[src/common/cbo_pkg.sv]
// Shared constants for the C-bit overhead, alarm-channel code and PERFORMANCE_MONITOR block
package cbo_pkg;
  // Host port widths
  localparam int ADDR_W  = 8;
  localparam int DATA_W  = 16;
  // Counter geometry
  localparam int CNT_W   = 16;
  localparam int NUM_CNT = 6;
  // Register offsets
  localparam logic [ADDR_W-1:0] ADR_TX_CODE   = 8'h30;
  localparam logic [ADDR_W-1:0] ADR_RX_CODE   = 8'h31;
  localparam logic [ADDR_W-1:0] ADR_FEAC_CFG  = 8'h32;
  localparam logic [ADDR_W-1:0] ADR_FEAC_STAT = 8'h33;
  localparam logic [ADDR_W-1:0] ADR_CNT_BASE  = 8'h40;
  localparam logic [ADDR_W-1:0] ADR_PM_EN     = 8'h46;
  localparam logic [ADDR_W-1:0] ADR_PM_XFER   = 8'h47;
  localparam logic [ADDR_W-1:0] ADR_PM_OVR    = 8'h48;
  // Field positions
  localparam int CFG_RATIO_BIT  = 0;
  localparam int CFG_IEN_BIT    = 1;
  localparam int STAT_CHG_BIT   = 0;
  localparam int STAT_VALID_BIT = 1;
  // Counter slots
  localparam int IDX_CBIT_PARITY_ERROR_COUNT = 0;
  localparam int IDX_EXCESS_ZEROS_COUNT  = 1;
  localparam int IDX_FEBE  = 2;
  localparam int IDX_FRAMING_BIT_ERROR_COUNT  = 3;
  localparam int IDX_LCV   = 4;
  localparam int IDX_PBIT_PARITY_ERROR_COUNT  = 5;
  // Alarm-channel codeword layout
  localparam logic [5:0] CODE_NONE   = 6'h3F;
  localparam logic [7:0] WORD_HDR    = 8'hFF;
  localparam logic [3:0] WORD_LAST   = 4'hF;
  localparam logic [3:0] HDR_BITS    = 4'h8;
  // Validation figures
  localparam logic [3:0] MIN_REPEATS = 4'hA;
  localparam logic [3:0] THR_LONG    = 4'h8;
  localparam logic [3:0] THR_SHORT   = 4'h4;
  localparam logic [9:0] WIN_LONG    = 10'h3FF;
  localparam logic [9:0] WIN_SHORT   = 10'h01F;
  // Reset values and fixed patterns
  localparam logic [5:0] TX_CODE_RST = 6'h3F;
  localparam logic [2:0] FEBE_OK     = 3'h7;
  localparam logic [2:0] FEBE_ERR    = 3'h0;
  localparam logic [CNT_W-1:0] CNT_MAX = 16'hFFFF;
endpackage

[src/logic/cbo_cbit_overhead.sv]
// C-bit overhead: alarm-channel code rx/tx, path parity, FEBE, PERFORMANCE_MONITOR counters
//
// Functional notes
// RL1: Receiver ignores all-ones code, accepts other 63
// RL2: Receive word: eight ones, zero, code, zero
// RL3: Validate after ten repeats, 8/10 or 4/5
// RL4: Interrupt on code valid and on disappearance
// RL5: Invalid code reported as all ones
// RL6: Transmit repeats code; all ones disables sending
// RL7: Transmit word: eight ones, zero, code, zero
// RL8: Loopback: command ten times, then line code; no loopback logic here
// RL9: Send while condition lasts, ten minimum; here no minimum, sending stops after the current word once all ones is written
// RL10: Control messages outrank alarms; listed priority; here one host-written code register, no priority logic
// RL11: Unused application C-bits sent as ones
// RL12: CP-bits copy the frame's P-bit value
// RL13: Frame n parity versus CP majority n+1
// RL14: FEBE 111 when clean, else error pattern
// RL15: Six separate host-readable clearable counters
// RL16: Counters saturate, never wrap
// RL17: Access moves count to holding, restarts counter
// RL18: Each transfer raises maskable interrupt
// RL19: Transfer over unread holding sets overrun
// RL20: Data-link C-bits ones while link unused
// RL21: Far end idles link with flags
// RL22: Zero stuffing keeps flags out of frames
// RL23: Ratio select bit lives at 0x32
// RL24: Codeword serialised right-most bit first
// RL25: Idle alarm channel carries all ones
// RL26: Holding read shows count at last transfer
//
// Chosen here: the address-and-strobe port and the placing of the registers.
`timescale 1ns/1ps
module cbo_cbit_overhead (
  // Clock and reset
  input  wire logic                        mclk,
  input  wire logic                        arst_n,
  // Host register port
  input  wire logic [cbo_pkg::ADDR_W-1:0]  hostAddr,
  input  wire logic [cbo_pkg::DATA_W-1:0]  hostWrData,
  input  wire logic                        hostWrStb,
  input  wire logic                        hostRdStb,
  output logic      [cbo_pkg::DATA_W-1:0]  hostRdData_q,
  // Interrupt lines
  output logic                             feacIrq_q,
  output logic                             pmonIrq_q,
  // Receive alarm channel from framer
  input  wire logic                        rxFeacBit,
  input  wire logic                        rxFeacValid,
  // Transmit alarm channel to framer
  input  wire logic                        txFeacReq,
  output logic                             txFeacBit_q,
  // Transmit overhead bits
  input  wire logic                        txFrameStart,
  input  wire logic                        txPbit,
  output logic      [2:0]                  txCpBits_q,
  output logic      [2:0]                  txFebeBits_q,
  output logic      [2:0]                  txAppBits_q,
  output logic      [2:0]                  txDlBits_q,
  // Receive parity path
  input  wire logic                        rxInfoBit,
  input  wire logic                        rxInfoValid,
  input  wire logic                        rxFrameEnd,
  input  wire logic [2:0]                  rxCpBits,
  input  wire logic                        rxCpValid,
  input  wire logic [2:0]                  rxFebeBits,
  input  wire logic                        rxFebeValid,
  // Error events from line and framer
  input  wire logic                        exzsEvt,
  input  wire logic                        ferrEvt,
  input  wire logic                        lcvEvt,
  input  wire logic                        perrEvt
);
  import cbo_pkg::*;

  // Ones count of a windowed history
  function automatic logic [3:0] onesIn(input logic [9:0] v);
    logic [3:0] n;
    n = 4'h0;
    for (int k = 0; k < 10; k++) begin
      n = n + {3'h0, v[k]};
    end
    return n;
  endfunction

  // Two-of-three vote
  function automatic logic majority3(input logic [2:0] v);
    return (v[0] & v[1]) | (v[0] & v[2]) | (v[1] & v[2]);
  endfunction

  // Host decode
  logic rdRx;                               // Read of reported code
  logic rdStat;                             // Read of alarm status
  logic rdXfer;                             // Read of transfer status
  logic rdOvr;                              // Read of overrun status
  assign rdRx   = hostRdStb && hostAddr == ADR_RX_CODE;
  assign rdStat = hostRdStb && hostAddr == ADR_FEAC_STAT;
  assign rdXfer = hostRdStb && hostAddr == ADR_PM_XFER;
  assign rdOvr  = hostRdStb && hostAddr == ADR_PM_OVR;

  // Configuration registers
  logic [5:0] txCode_q;                     // Code to transmit
  logic       ratioSel_q;                   // 1 selects 4 of 5
  logic       feacIen_q;                    // Alarm-channel irq enable
  logic [5:0] pmEn_q;                       // Transfer irq enables

  // Host writes to configuration
  always_ff @(posedge mclk or negedge arst_n) begin
    if (!arst_n) begin
      txCode_q   <= TX_CODE_RST;
      ratioSel_q <= 1'b0;
      feacIen_q  <= 1'b0;
      pmEn_q     <= 6'h00;
    end else if (hostWrStb) begin
      if (hostAddr == ADR_TX_CODE) begin
        txCode_q <= hostWrData[5:0];
      end
      if (hostAddr == ADR_FEAC_CFG) begin
        ratioSel_q <= hostWrData[CFG_RATIO_BIT];  // RL23
        feacIen_q  <= hostWrData[CFG_IEN_BIT];
      end
      if (hostAddr == ADR_PM_EN) begin
        pmEn_q <= hostWrData[5:0];
      end
    end
  end

  // Receive word framing
  logic [15:0] rxSr_q;                      // Last sixteen channel bits
  logic [3:0]  rxBit_q;                     // Bits since last word
  logic [15:0] rxShift;                     // Shift with the new bit
  logic        wordHit;                     // Framed word present
  logic        wordDone;                    // Word boundary reached
  logic [5:0]  wordCode;                    // Code of finished word
  // First bit on the wire ends up in bit 0
  assign rxShift  = {rxFeacBit, rxSr_q[15:1]};
  assign wordHit  = rxShift[7:0] == WORD_HDR && !rxShift[8] && !rxShift[15];  // RL2
  assign wordDone = rxFeacValid && (wordHit || rxBit_q == WORD_LAST);
  // Unframed words count as no code
  assign wordCode = wordHit ? rxShift[14:9] : CODE_NONE;

  // Shift register and word alignment
  always_ff @(posedge mclk or negedge arst_n) begin
    if (!arst_n) begin
      rxSr_q  <= 16'hFFFF;
      rxBit_q <= 4'h0;
    end else if (rxFeacValid) begin
      rxSr_q  <= rxShift;
      // Realign on every framed word
      rxBit_q <= wordDone ? 4'h0 : rxBit_q + 4'h1;
    end
  end

  // Candidate tracking
  logic [5:0] cand_q;                       // Code being validated
  logic [9:0] hist_q;                       // Agreement history, newest bit 0
  logic [3:0] seen_q;                       // Words since candidate chosen
  // Single stray words are tolerated; two misses in a row switch
  always_ff @(posedge mclk or negedge arst_n) begin
    if (!arst_n) begin
      cand_q <= CODE_NONE;
      hist_q <= 10'h000;
      seen_q <= 4'h0;
    end else if (wordDone) begin
      if (wordCode != cand_q && !hist_q[0]) begin
        cand_q <= wordCode;
        hist_q <= 10'h001;
        seen_q <= 4'h1;
      end else begin
        hist_q <= {hist_q[8:0], wordCode == cand_q};
        seen_q <= (seen_q == MIN_REPEATS) ? seen_q : seen_q + 4'h1;
      end
    end
  end

  // Validation test
  logic meet;                               // Candidate passes the ratio
  always_comb begin
    if (ratioSel_q) begin
      meet = onesIn(hist_q & WIN_SHORT) >= THR_SHORT;  // RL3
    end else begin
      meet = onesIn(hist_q & WIN_LONG) >= THR_LONG;  // RL3
    end
    // All-ones never validates
    meet = meet && seen_q == MIN_REPEATS && cand_q != CODE_NONE;  // RL1
  end

  // Reported code and change event
  logic [5:0] rxCode_q;                     // Reported code
  logic       rxValid_q;                    // Code currently valid
  logic       codeChg;                      // Valid code appeared or left
  assign codeChg = (meet && (!rxValid_q || rxCode_q != cand_q)) || (!meet && rxValid_q);
  always_ff @(posedge mclk or negedge arst_n) begin
    if (!arst_n) begin
      rxCode_q  <= CODE_NONE;
      rxValid_q <= 1'b0;
    end else if (meet) begin
      rxCode_q  <= cand_q;
      rxValid_q <= 1'b1;
    end else begin
      rxCode_q  <= CODE_NONE;  // RL5
      rxValid_q <= 1'b0;
    end
  end

  // Sticky change flag; a new change beats the read clear
  logic feacChg_q;                          // Change seen, unread
  always_ff @(posedge mclk or negedge arst_n) begin
    if (!arst_n) begin
      feacChg_q <= 1'b0;
      feacIrq_q <= 1'b0;
    end else begin
      feacChg_q <= codeChg || (feacChg_q && !rdStat);  // RL4
      feacIrq_q <= feacChg_q && feacIen_q;  // RL4
    end
  end

  // Transmit codeword serialiser
  logic [3:0]  txBit_q;                     // Position within word
  logic [5:0]  txWord_q;                    // Code latched for this word
  logic [15:0] txImage;                     // Word image, bit 0 first
  // Code only changes at word boundaries to avoid torn words
  assign txImage = {1'b0, txWord_q, 1'b0, WORD_HDR};  // RL7
  always_ff @(posedge mclk or negedge arst_n) begin
    if (!arst_n) begin
      txBit_q     <= 4'h0;
      txWord_q    <= TX_CODE_RST;
      txFeacBit_q <= 1'b1;
    end else if (txFeacReq) begin
      txBit_q <= txBit_q + 4'h1;
      if (txBit_q == WORD_LAST) begin
        txWord_q <= txCode_q;
      end
      if (txWord_q == CODE_NONE) begin
        txFeacBit_q <= 1'b1;  // RL6 RL25
      end else begin
        txFeacBit_q <= txImage[txBit_q];  // RL24
      end
    end
  end

  // Transmit overhead bits
  always_ff @(posedge mclk or negedge arst_n) begin
    if (!arst_n) begin
      txCpBits_q  <= 3'h0;
      txAppBits_q <= 3'h7;
      txDlBits_q  <= 3'h7;
    end else begin
      if (txFrameStart) begin
        txCpBits_q <= {3{txPbit}};  // RL12
      end
      // Application bits unused here
      txAppBits_q <= 3'h7;  // RL11
      // Link not carried here; ones hold no flag so nothing to stuff
      txDlBits_q  <= 3'h7;  // RL20 RL22
    end
  end

  // Receive path parity
  logic rxPar_q;                            // Running parity, frame n+1
  logic prevPar_q;                          // Parity of frame n
  logic prevOk_q;                           // Frame n parity is known
  logic ferrSeen_q;                         // Framing error since last FEBE
  logic cbit_parity_error_count;                              // CP majority mismatch
  assign cbit_parity_error_count = rxCpValid && prevOk_q && majority3(rxCpBits) != prevPar_q;  // RL13
  always_ff @(posedge mclk or negedge arst_n) begin
    if (!arst_n) begin
      rxPar_q   <= 1'b0;
      prevPar_q <= 1'b0;
      prevOk_q  <= 1'b0;
    end else if (rxFrameEnd) begin
      prevPar_q <= rxPar_q ^ (rxInfoValid & rxInfoBit);  // RL13
      prevOk_q  <= 1'b1;
      rxPar_q   <= 1'b0;
    end else if (rxInfoValid) begin
      rxPar_q <= rxPar_q ^ rxInfoBit;
    end
  end

  // Outgoing FEBE, refreshed once per frame at CP time
  always_ff @(posedge mclk or negedge arst_n) begin
    if (!arst_n) begin
      txFebeBits_q <= FEBE_OK;
      ferrSeen_q   <= 1'b0;
    end else if (rxCpValid) begin
      txFebeBits_q <= (cbit_parity_error_count || ferrSeen_q || ferrEvt) ? FEBE_ERR : FEBE_OK;  // RL14
      ferrSeen_q   <= 1'b0;
    end else if (ferrEvt) begin
      ferrSeen_q <= 1'b1;
    end
  end

  // Counter events
  logic [NUM_CNT-1:0] evt;                  // One pulse per error
  always_comb begin
    evt            = '0;
    evt[IDX_CBIT_PARITY_ERROR_COUNT] = cbit_parity_error_count;
    evt[IDX_EXCESS_ZEROS_COUNT]  = exzsEvt;
    evt[IDX_FEBE]  = rxFebeValid && rxFebeBits != FEBE_OK;  // RL14
    evt[IDX_FRAMING_BIT_ERROR_COUNT]  = ferrEvt;
    evt[IDX_LCV]   = lcvEvt;
    evt[IDX_PBIT_PARITY_ERROR_COUNT]  = perrEvt;
  end

  // Performance monitor state
  logic [CNT_W-1:0]   cnt_q  [NUM_CNT];     // Live counters
  logic [CNT_W-1:0]   hold_q [NUM_CNT];     // Holding registers
  logic [NUM_CNT-1:0] xfer;                 // Transfer request
  logic [NUM_CNT-1:0] rdHold;               // Holding register read
  logic [NUM_CNT-1:0] unread_q;             // Holding not yet read
  logic [NUM_CNT-1:0] xferSt_q;             // Sticky transfer status
  logic [NUM_CNT-1:0] ovr_q;                // Sticky overrun status

  // One counter slice per error type
  for (genvar i = 0; i < NUM_CNT; i++) begin : g_cnt
    localparam logic [ADDR_W-1:0] ADR_I = ADR_CNT_BASE + ADDR_W'(i);
    assign xfer[i]   = hostWrStb && hostAddr == ADR_I;  // RL15
    assign rdHold[i] = hostRdStb && hostAddr == ADR_I;

    // Live count; event in the transfer cycle seeds the new interval
    always_ff @(posedge mclk or negedge arst_n) begin
      if (!arst_n) begin
        cnt_q[i] <= '0;
      end else if (xfer[i]) begin
        cnt_q[i] <= {{(CNT_W-1){1'b0}}, evt[i]};  // RL17
      end else if (evt[i] && cnt_q[i] != CNT_MAX) begin
        cnt_q[i] <= cnt_q[i] + 1'b1;  // RL16
      end
    end

    // Snapshot, untouched until the next transfer
    always_ff @(posedge mclk or negedge arst_n) begin
      if (!arst_n) begin
        hold_q[i] <= '0;
      end else if (xfer[i]) begin
        hold_q[i] <= cnt_q[i];  // RL17 RL26
      end
    end

    // Status flags; setting wins over the read clear
    always_ff @(posedge mclk or negedge arst_n) begin
      if (!arst_n) begin
        unread_q[i] <= 1'b0;
        xferSt_q[i] <= 1'b0;
        ovr_q[i]    <= 1'b0;
      end else begin
        unread_q[i] <= xfer[i] || (unread_q[i] && !rdHold[i]);
        xferSt_q[i] <= xfer[i] || (xferSt_q[i] && !rdXfer);  // RL18
        ovr_q[i]    <= (xfer[i] && unread_q[i]) || (ovr_q[i] && !rdOvr);  // RL19
      end
    end
  end

  // Transfer interrupt
  always_ff @(posedge mclk or negedge arst_n) begin
    if (!arst_n) begin
      pmonIrq_q <= 1'b0;
    end else begin
      pmonIrq_q <= |(xferSt_q & pmEn_q);  // RL18
    end
  end

  // Read data, valid the cycle after the strobe; unmapped reads zero
  always_ff @(posedge mclk or negedge arst_n) begin
    if (!arst_n) begin
      hostRdData_q <= '0;
    end else if (hostRdStb) begin
      hostRdData_q <= '0;
      case (hostAddr)
        ADR_TX_CODE:   hostRdData_q[5:0] <= txCode_q;
        ADR_RX_CODE:   hostRdData_q[5:0] <= rxCode_q;
        ADR_FEAC_CFG:  hostRdData_q[1:0] <= {feacIen_q, ratioSel_q};
        ADR_FEAC_STAT: hostRdData_q[1:0] <= {rxValid_q, feacChg_q};
        ADR_PM_EN:     hostRdData_q[5:0] <= pmEn_q;
        ADR_PM_XFER:   hostRdData_q[5:0] <= xferSt_q;
        ADR_PM_OVR:    hostRdData_q[5:0] <= ovr_q;
        default: begin
          for (int j = 0; j < NUM_CNT; j++) begin
            if (rdHold[j]) begin
              hostRdData_q <= hold_q[j];  // RL15 RL26
            end
          end
        end
      endcase
    end
  end

  // Checks
  property p_noOnesValid;
    @(posedge mclk) disable iff (!arst_n) rxValid_q |-> rxCode_q != CODE_NONE;
  endproperty
  a_noOnesValid: assert property (p_noOnesValid) else $error("all-ones code validated"); // RL1

  property p_invalidOnes;
    @(posedge mclk) disable iff (!arst_n) !rxValid_q |-> rxCode_q == CODE_NONE;
  endproperty
  a_invalidOnes: assert property (p_invalidOnes) else $error("invalid code not ones"); // RL5

  property p_chgFlag;
    @(posedge mclk) disable iff (!arst_n) codeChg |=> feacChg_q ##1 (feacIrq_q == feacIen_q);
  endproperty
  a_chgFlag: assert property (p_chgFlag) else $error("code change not flagged"); // RL4

  property p_txHeader;
    @(posedge mclk) disable iff (!arst_n) txFeacReq && txBit_q < HDR_BITS |=> txFeacBit_q;
  endproperty
  a_txHeader: assert property (p_txHeader) else $error("header bit not one"); // RL7

  property p_txZero;
    @(posedge mclk) disable iff (!arst_n)
      txFeacReq && txWord_q != CODE_NONE && txBit_q == HDR_BITS |=> !txFeacBit_q;
  endproperty
  a_txZero: assert property (p_txZero) else $error("separator bit not zero"); // RL7

  property p_cpCopy;
    @(posedge mclk) disable iff (!arst_n) txFrameStart |=> txCpBits_q == {3{$past(txPbit)}};
  endproperty
  a_cpCopy: assert property (p_cpCopy) else $error("CP bits differ from P"); // RL12

  property p_febeOk;
    @(posedge mclk) disable iff (!arst_n)
      rxCpValid && !cbit_parity_error_count && !ferrSeen_q && !ferrEvt |=> txFebeBits_q == FEBE_OK;
  endproperty
  a_febeOk: assert property (p_febeOk) else $error("FEBE not 111 when clean"); // RL14

  property p_sat;
    @(posedge mclk) disable iff (!arst_n) cnt_q[IDX_LCV] == CNT_MAX && !xfer[IDX_LCV]
      |=> cnt_q[IDX_LCV] == CNT_MAX;
  endproperty
  a_sat: assert property (p_sat) else $error("counter wrapped"); // RL16

  property p_xfer;
    @(posedge mclk) disable iff (!arst_n)
      xfer[IDX_EXCESS_ZEROS_COUNT] |=> hold_q[IDX_EXCESS_ZEROS_COUNT] == $past(cnt_q[IDX_EXCESS_ZEROS_COUNT])
      && cnt_q[IDX_EXCESS_ZEROS_COUNT] == CNT_W'($past(evt[IDX_EXCESS_ZEROS_COUNT]));
  endproperty
  a_xfer: assert property (p_xfer) else $error("transfer lost count"); // RL17

  property p_ovr;
    @(posedge mclk) disable iff (!arst_n) xfer[IDX_PBIT_PARITY_ERROR_COUNT] && unread_q[IDX_PBIT_PARITY_ERROR_COUNT]
      |=> ovr_q[IDX_PBIT_PARITY_ERROR_COUNT] ##1 (rdOvr || ovr_q[IDX_PBIT_PARITY_ERROR_COUNT]);
  endproperty
  a_ovr: assert property (p_ovr) else $error("overrun not flagged"); // RL19

endmodule // cbo_cbit_overhead

[config.mk]
export PLATFORM = sky130hd
export DESIGN_NAME = cbo_cbit_overhead
export DESIGN_NICKNAME = d
export VERILOG_FILES = /design/src/common/cbo_pkg.sv /design/src/logic/cbo_cbit_overhead.sv
export SDC_FILE = /design/constraint.sdc
export NUM_CORES = 1
export LEC_CHECK = 0
export BUFFER_PORTS_ARGS = -buffer_cell sky130_fd_sc_hd__buf_2
export CAP_MARGIN = 20
export CORE_UTILIZATION = 45
export CTS_CLUSTER_DIAMETER = 80
export DETAILED_ROUTE_END_ITERATION = 12
export RECOVER_POWER = 100
export SETUP_SLACK_MARGIN = 0.15
export SYNTH_ARGS = -nofsm -noshare
export SYNTH_HDL_FRONTEND = slang
export SYNTH_SLANG_ARGS = --single-unit
export TNS_END_PERCENT = 100
[constraint.sdc]
create_clock -name mclk -period 4.47 [get_ports mclk]
set_input_delay 0.2235 -clock mclk [delete_from_list [all_inputs] [get_ports mclk]]
set_output_delay 0.2235 -clock mclk [all_outputs]
set_load 0.02 [all_outputs]
### Word level (Yosys, flattened, before mapping)

Index checks and enable logic that the tools add are counted.

* bitwise operators: 9
* mux-type cells: 37
* order comparisons: 3
* reductions and logical operators: 113
* equality and inequality tests: 31
* add/subtract/negate cells: 18

Operators by type and width (number)
* two-way mux 16 bit: 18
* adder 16 x 1 -> 16 bit, second input constant: 6
* != test 16 bit, second input constant: 6
* == test 8 x 7 -> 1 bit, second input constant: 9
* logical AND 1 bit: 58
* == test 8 x 6 -> 1 bit, second input constant: 4
* adder 4 x 1 -> 4 bit: 6
* logical OR 1 bit: 24
* one-hot mux 4 bit (6 select lines): 1
* two-way mux 10 bit: 2
* nonzero test 2 bit: 8
* logical NOT 1 bit: 14
* one-hot mux 2 bit (7 select lines): 1
* adder 4 x 1 -> 4 bit, second input constant: 3
* == test 4 bit, second input constant: 3
* two-way mux 4 bit: 3
* two-way mux 6 bit: 2
* != test 6 bit: 2
* AND reduction 2 bit: 6
* == test 8 bit, second input constant: 1
* two-way mux 1 bit: 8
* OR reduction 7 bit: 1
* bitwise AND 6 bit: 1
* == test 6 bit: 1
* 18 further kinds: 23

* register bits: 309
* word-level logic and storage cells: 265
* bits of input ports: 48

### Longest topological paths before layout

* depth after elaboration: 17
* gate-level depth with buffers: 12

### Least setup slack after synthesis

Ideal clock, no wire load.

* path type: register -> register
* start: register hist_q[0]
* end: register feacChg_q
* setup time: 129 ps
* arrival time: 2777 ps
* slack: 1564 ps
* required time: 4341 ps
* buffers on the path: 0
* cell stages (with the launch flop): 13
* clock period less this slack: 2906 ps
* cells stage by stage: dfrtp_1 > fa_1 > fa_1 > inv_1 > fa_1 > inv_1 > ha_1 > a21oi_1 > o21ai_0 > nand3_1 > a31oi_1 > and3_1 > o21ai_0

* word-level cells in the longest chain between the ends: 17
* elaborated cells between the ends (all ways): 19

RTL lines
* start: declaration: line cbo_cbit_overhead.sv:155 `logic [9:0] hist_q;`
* start signal: assignment: line cbo_cbit_overhead.sv:169 `hist_q <= {hist_q[8:0], wordCode == cand_q};`
* adder 1 x 1 -> 2 bit (*): line cbo_cbit_overhead.sv:80 `n = n + {3'h0, v[k]};`
* adder 2 x 1 -> 3 bit (*): line cbo_cbit_overhead.sv:80
* adder 3 x 1 -> 4 bit (*): line cbo_cbit_overhead.sv:80
* adder 4 x 1 -> 4 bit (*): line cbo_cbit_overhead.sv:80
* adder 4 x 1 -> 4 bit (5 in a row): line cbo_cbit_overhead.sv:80
* >= comparator 4 bit: line cbo_cbit_overhead.sv:181 `meet = onesIn(hist_q & WIN_LONG) >= THR_LONG;`
* two-way mux 1 bit (*): line cbo_cbit_overhead.sv:178 `if (ratioSel_q) begin`
* logical AND 1 bit (*) (2 in a row): line cbo_cbit_overhead.sv:184 `meet = meet && seen_q == MIN_REPEATS && cand_q != CODE_NONE;`
* via meet: line cbo_cbit_overhead.sv:176 `logic meet;`
* logical NOT 1 bit: line cbo_cbit_overhead.sv:191 `assign codeChg = (meet && (!rxValid_q || rxCode_q != cand_q)) || (!meet && rxValid_q);`
* logical AND 1 bit: line cbo_cbit_overhead.sv:191
* logical OR 1 bit (*): line cbo_cbit_overhead.sv:191
* logical OR 1 bit (*): line cbo_cbit_overhead.sv:212 `feacChg_q <= codeChg || (feacChg_q && !rdStat);`
* end signal: assignment: line cbo_cbit_overhead.sv:212
* end: declaration: line cbo_cbit_overhead.sv:206 `logic feacChg_q;`

Mark *: on every way through the listed nets, which the timed path passes. The rest lies on a longest branch.
A chain may end at the register's enable or synchronous reset.

### Worst setup path in the final report

* start: input hostAddr[4] in the netlist's numbering
* end: register cnt_q[32] in the netlist's numbering

* word-level cells in the longest chain between the ends: 3
* elaborated cells between the ends (all ways): 4

RTL lines
* start: declaration: line cbo_cbit_overhead.sv:38 `input wire logic [cbo_pkg::ADDR_W-1:0] hostAddr,`
* == test 8 x 7 -> 1 bit (*): line cbo_cbit_overhead.sv:316 `assign xfer[i] = hostWrStb && hostAddr == ADR_I;`
* logical AND 1 bit (*): line cbo_cbit_overhead.sv:316
* two-way mux 16 bit or nonzero test 2 bit (tied branches)
* end signal: indexed assignment: line cbo_cbit_overhead.sv:324 `cnt_q[i] <= {{(CNT_W-1){1'b0}}, evt[i]};`
* end signal: indexed assignment: line cbo_cbit_overhead.sv:326 `cnt_q[i] <= cnt_q[i] + 1'b1;`
* end: declaration: line cbo_cbit_overhead.sv:305 `logic [CNT_W-1:0] cnt_q [NUM_CNT];`

Every way passes the cells marked *; elsewhere a longest branch is shown, timed or not.

==> results_dict.tcl <==
set metrics [dict create \
    ys.flop_type "dfrtp_1" \
    fin_nets 1653 \
    num_rows 65 \
    gr-total-overflow 0 \
    status "finished, violations left" \
    pre_cts_slack_ns 1.283 \
    tightest_slew_ns 2.146 \
    synth_cell_types 76 \
    crit_top_cell "nand2_1" \
    yosysWarnings 0 \
    cp_cell_sequence "clkbuf_1 > nor4b_1 > nor3b_1 > nand2_1 > nor2_1 > buf_4 > o21ai_0 > nand2_1" \
    drv_slew 113 \
    crit_path_max_fanout 17 \
    period_needed_ns 3.452 \
    pwr-share-seq_pct 47.1 \
    min-delay-start "rxInfoBit" \
    clock_skew_ns 0.02647 \
    synth_edf_count 0 \
    startpoint_type "input pin" \
    async_flop_share_pct 100.0 \
    synth_top_area_share_pct 45.02 \
    clkPwrFrac_pct 38.3 \
    cts_tree "done" \
    antenna_found_initial 1 \
    setup_ws_ns 1.018 \
    wl_met1_mm 17.02 \
    critPathArrivalTime_ns 3.90 \
    netlist_area_mm2 0.01473 \
    syn_to_final_growth_pct 12.44 \
    postCtsSetupRepairBufs 0 \
    timing.rr.start "rxSr_q[4]$_DFFE_PN1P_" \
    r2r-end "hist_q[7]$_DFFE_PN0P_" \
    gp_congestion 0.8786 \
    vdd_ir_drop_max_mv 0.2278 \
    coreArea_mm2 0.03188 \
    wl_per_cell_um 17.21 \
    cts_resized 0 \
    hold_end "rxPar_q$_DFFE_PN0P_" \
    cap_violations 2 \
    ios 79 \
    tritoncts_num_sinks 306 \
    clk_latency_ns 0.53 \
    ff2ff_path_depth 6 \
    worstSetupStartpoint "hostAddr[4]" \
    finalSetupTns_ns 0 \
    clk_pin_slew_ns 0.06 \
    clk_path_buf_depth 3 \
    p_sw_share_pct 28.67 \
    synth.most_common_cell "nand2_1" \
    hp-class "input pin to flip-flop" \
    met3_length_mm 1.423 \
    firstDrtPassIters 5 \
    grt_max_degree 99 \
    yosys_register_bits 306 \
    grt_use_total_pct 22.05 \
    top_layer_used "met4" \
    fmax_mhz 289.7 \
    worstSetupPathType "input pin to flip-flop" \
    grt_pass1_vias 10686 \
    finalCritPeriodShare_pct 77.23 \
    slowest_stage "nor2_1" \
    htree_levels 2 \
    die_area_mm2 0.03346 \
    setup_viol_count_final 0 \
    cp.required_ns 4.92 \
    drc 0 \
    cts_buffers 36 \
    rsz0062_at_grt "false" \
    cts-root-buf "clkbuf_16" \
    final_hold_viol_count 0 \
    power_per_cell_area_mw_per_mm2 460.5 \
    switchingPower_uw 2187 \
    cts-hold-fix-buffers 16 \
    route.met2.wl_mm 15.71 \
    initialDrtViolationCount 826 \
    p_comb_share_pct 14.7 \
    drive_gt1_share_pct 12.18 \
    routed_wl_mm 35.21 \
    portBuffers 62 \
    cpPeakStageDelay_ns 1.03 \
    n_fill_cell 3021 \
    syn_avg_cell_area_um2 9.647 \
    die_width_um 182.9 \
    vias 10924 \
    via_per_inst 5.339 \
    synth-seq-area-share_pct 52.33 \
    ys_top_cells_by_area "dfrtp_1 (45%), nand2_1 (9.3%), dfstp_2 (7.3%)" \
    holdPathStages 4 \
    hpwlAfterDp_mm 24.34 \
    p_int_uw 5441 \
    synth_top_cells_by_count "nand2_1 (364), dfrtp_1 (265), nor2_1 (160)" \
    setup.worst_path.end_class "flip-flop" \
    relSlewSlack_pct -43.07 \
    crit_family "simple AND/OR/NAND/NOR gates" \
    crit_buf_inv 2 \
    ff2ff_setup_slack_ns 1.11 \
    violations "capacitance limit, slew limit" \
    die_y_um 182.9 \
    p_leak_uw 0.007743 \
    ant_nets 0 \
    initial_core_util_pct 46.20 \
    yosysTopAreaCell "dfrtp_1" \
    netlist_instances 1527 \
    grt_pass1_wl_mm 58.67 \
]
registers in the layout, summed over array words and instances, names as in the netlist, 6 cells and up:
| signal | count |
|---|---|
| hold_q | 96 |
| txWord_q | 6 |
| unread_q | 6 |
| hist_q | 10 |
| pmEn_q | 6 |
| ovr_q | 6 |
| hostRdData_q | 16 |
| xferSt_q | 6 |
| txCode_q | 6 |
| rxSr_q | 15 |
| cnt_q | 96 |
| cand_q | 6 |
| rxCode_q | 6 |
worst register-to-register path, delay by kind of cell (launching register included):
| kind | cells | cell delay [ns] |
|---|---|---|
| AND/OR/NAND/NOR | 5 | 2.15 |
| flip-flops | 1 | 0.53 |
| AO/OA/AOI/OAI | 1 | 0.50 |
cells by family (layout without fill, tap and decap cells):
logic type	after synthesis	in the layout	share of synthesized area, %
simple gates	738	738	22.75
mux	70	70	6.124
fa+ha+maj	21	21	2.022
xor+xnor	89	89	5.292
other cells	1	8	0.02546
buf+inv	121	198	3.584
flops	306	306	52.33
compound gates	181	181	7.874
power by group through the flow:
stage	logic, uW	clock network [uW]	registers, uW
after floorplan	882	0	3520
after global placement	1110	0	3630
after detailed placement	1140	0	3640
after CTS	1160	2990	3600
after global routing	1320	3090	3650
final	1120	2920	3590
per-layer routing:
layer  track usage, %  vias to the layer above
met5                0                        -
met4            7.700                        0
met3            3.137                       60
met2            33.19                      209
met1            32.53                     5355
li1                 -                     5300
stage by stage:
| step | cells | instance area, um2 | total power, uW | hold WS, ns | util [%] |
|---|---|---|---|---|---|
| floorplan | 1532 | 14750 | 4404 | -0.07209 | - |
| CTS | 2043 | 16710 | 7743 | 0.03271 | 52.42 |
| finish | 2046 | 16560 | 7628 | 0.04726 | 51.95 |
| global route | 2045 | 16560 | 8071 | 0.06052 | 51.95 |
| detailed placement | 1965 | 15390 | 4783 | 0.2759 | 48.27 |
| global placement | 1965 | 15390 | 4738 | 0.2754 | 48.27 |
placed cells by master (no fill, tap or decap), types with 37 or more instances in the layout:
master     Yosys  routed
a21oi_1       38      38
clkbuf_1      47      43
clkbuf_16      0      37
dfrtp_1      265     265
inv_1         42      42
mux2_2        41      41
nand2_1      364     364
nand3_1       64      64
nor2_1       160     160
o21ai_0       51      51
xor2_1        54      54
how the worst max path moves through the flow:
stage | endpoint | depth (start not counted)
after floorplan | feacChg_q$_DFF_PN0_ | 12
after global placement | feacChg_q$_DFF_PN0_ | 12
after detailed placement | feacChg_q$_DFF_PN0_ | 12
after CTS | feacChg_q$_DFF_PN0_ | 12
after global routing | hostRdData_q[1]$_DFFE_PN0P_ | 3
final | cnt_q[32]$_DFFE_PN0P_ | 8
layout make-up:
type,count,area (um2),area share [%]
clock buffers,49,1011,6.104
multi-input cells,1105,6462,39.02
clock inverters,13,150.1,0.9065
flip-flops and latches,306,7709,46.54
repair buffers,94,524.3,3.165
inverters,42,157.7,0.9518
well taps,435,544.3,3.286
diodes,2,5.005,0.03022
No activity file was read; power rests on OpenSTA's default activity.
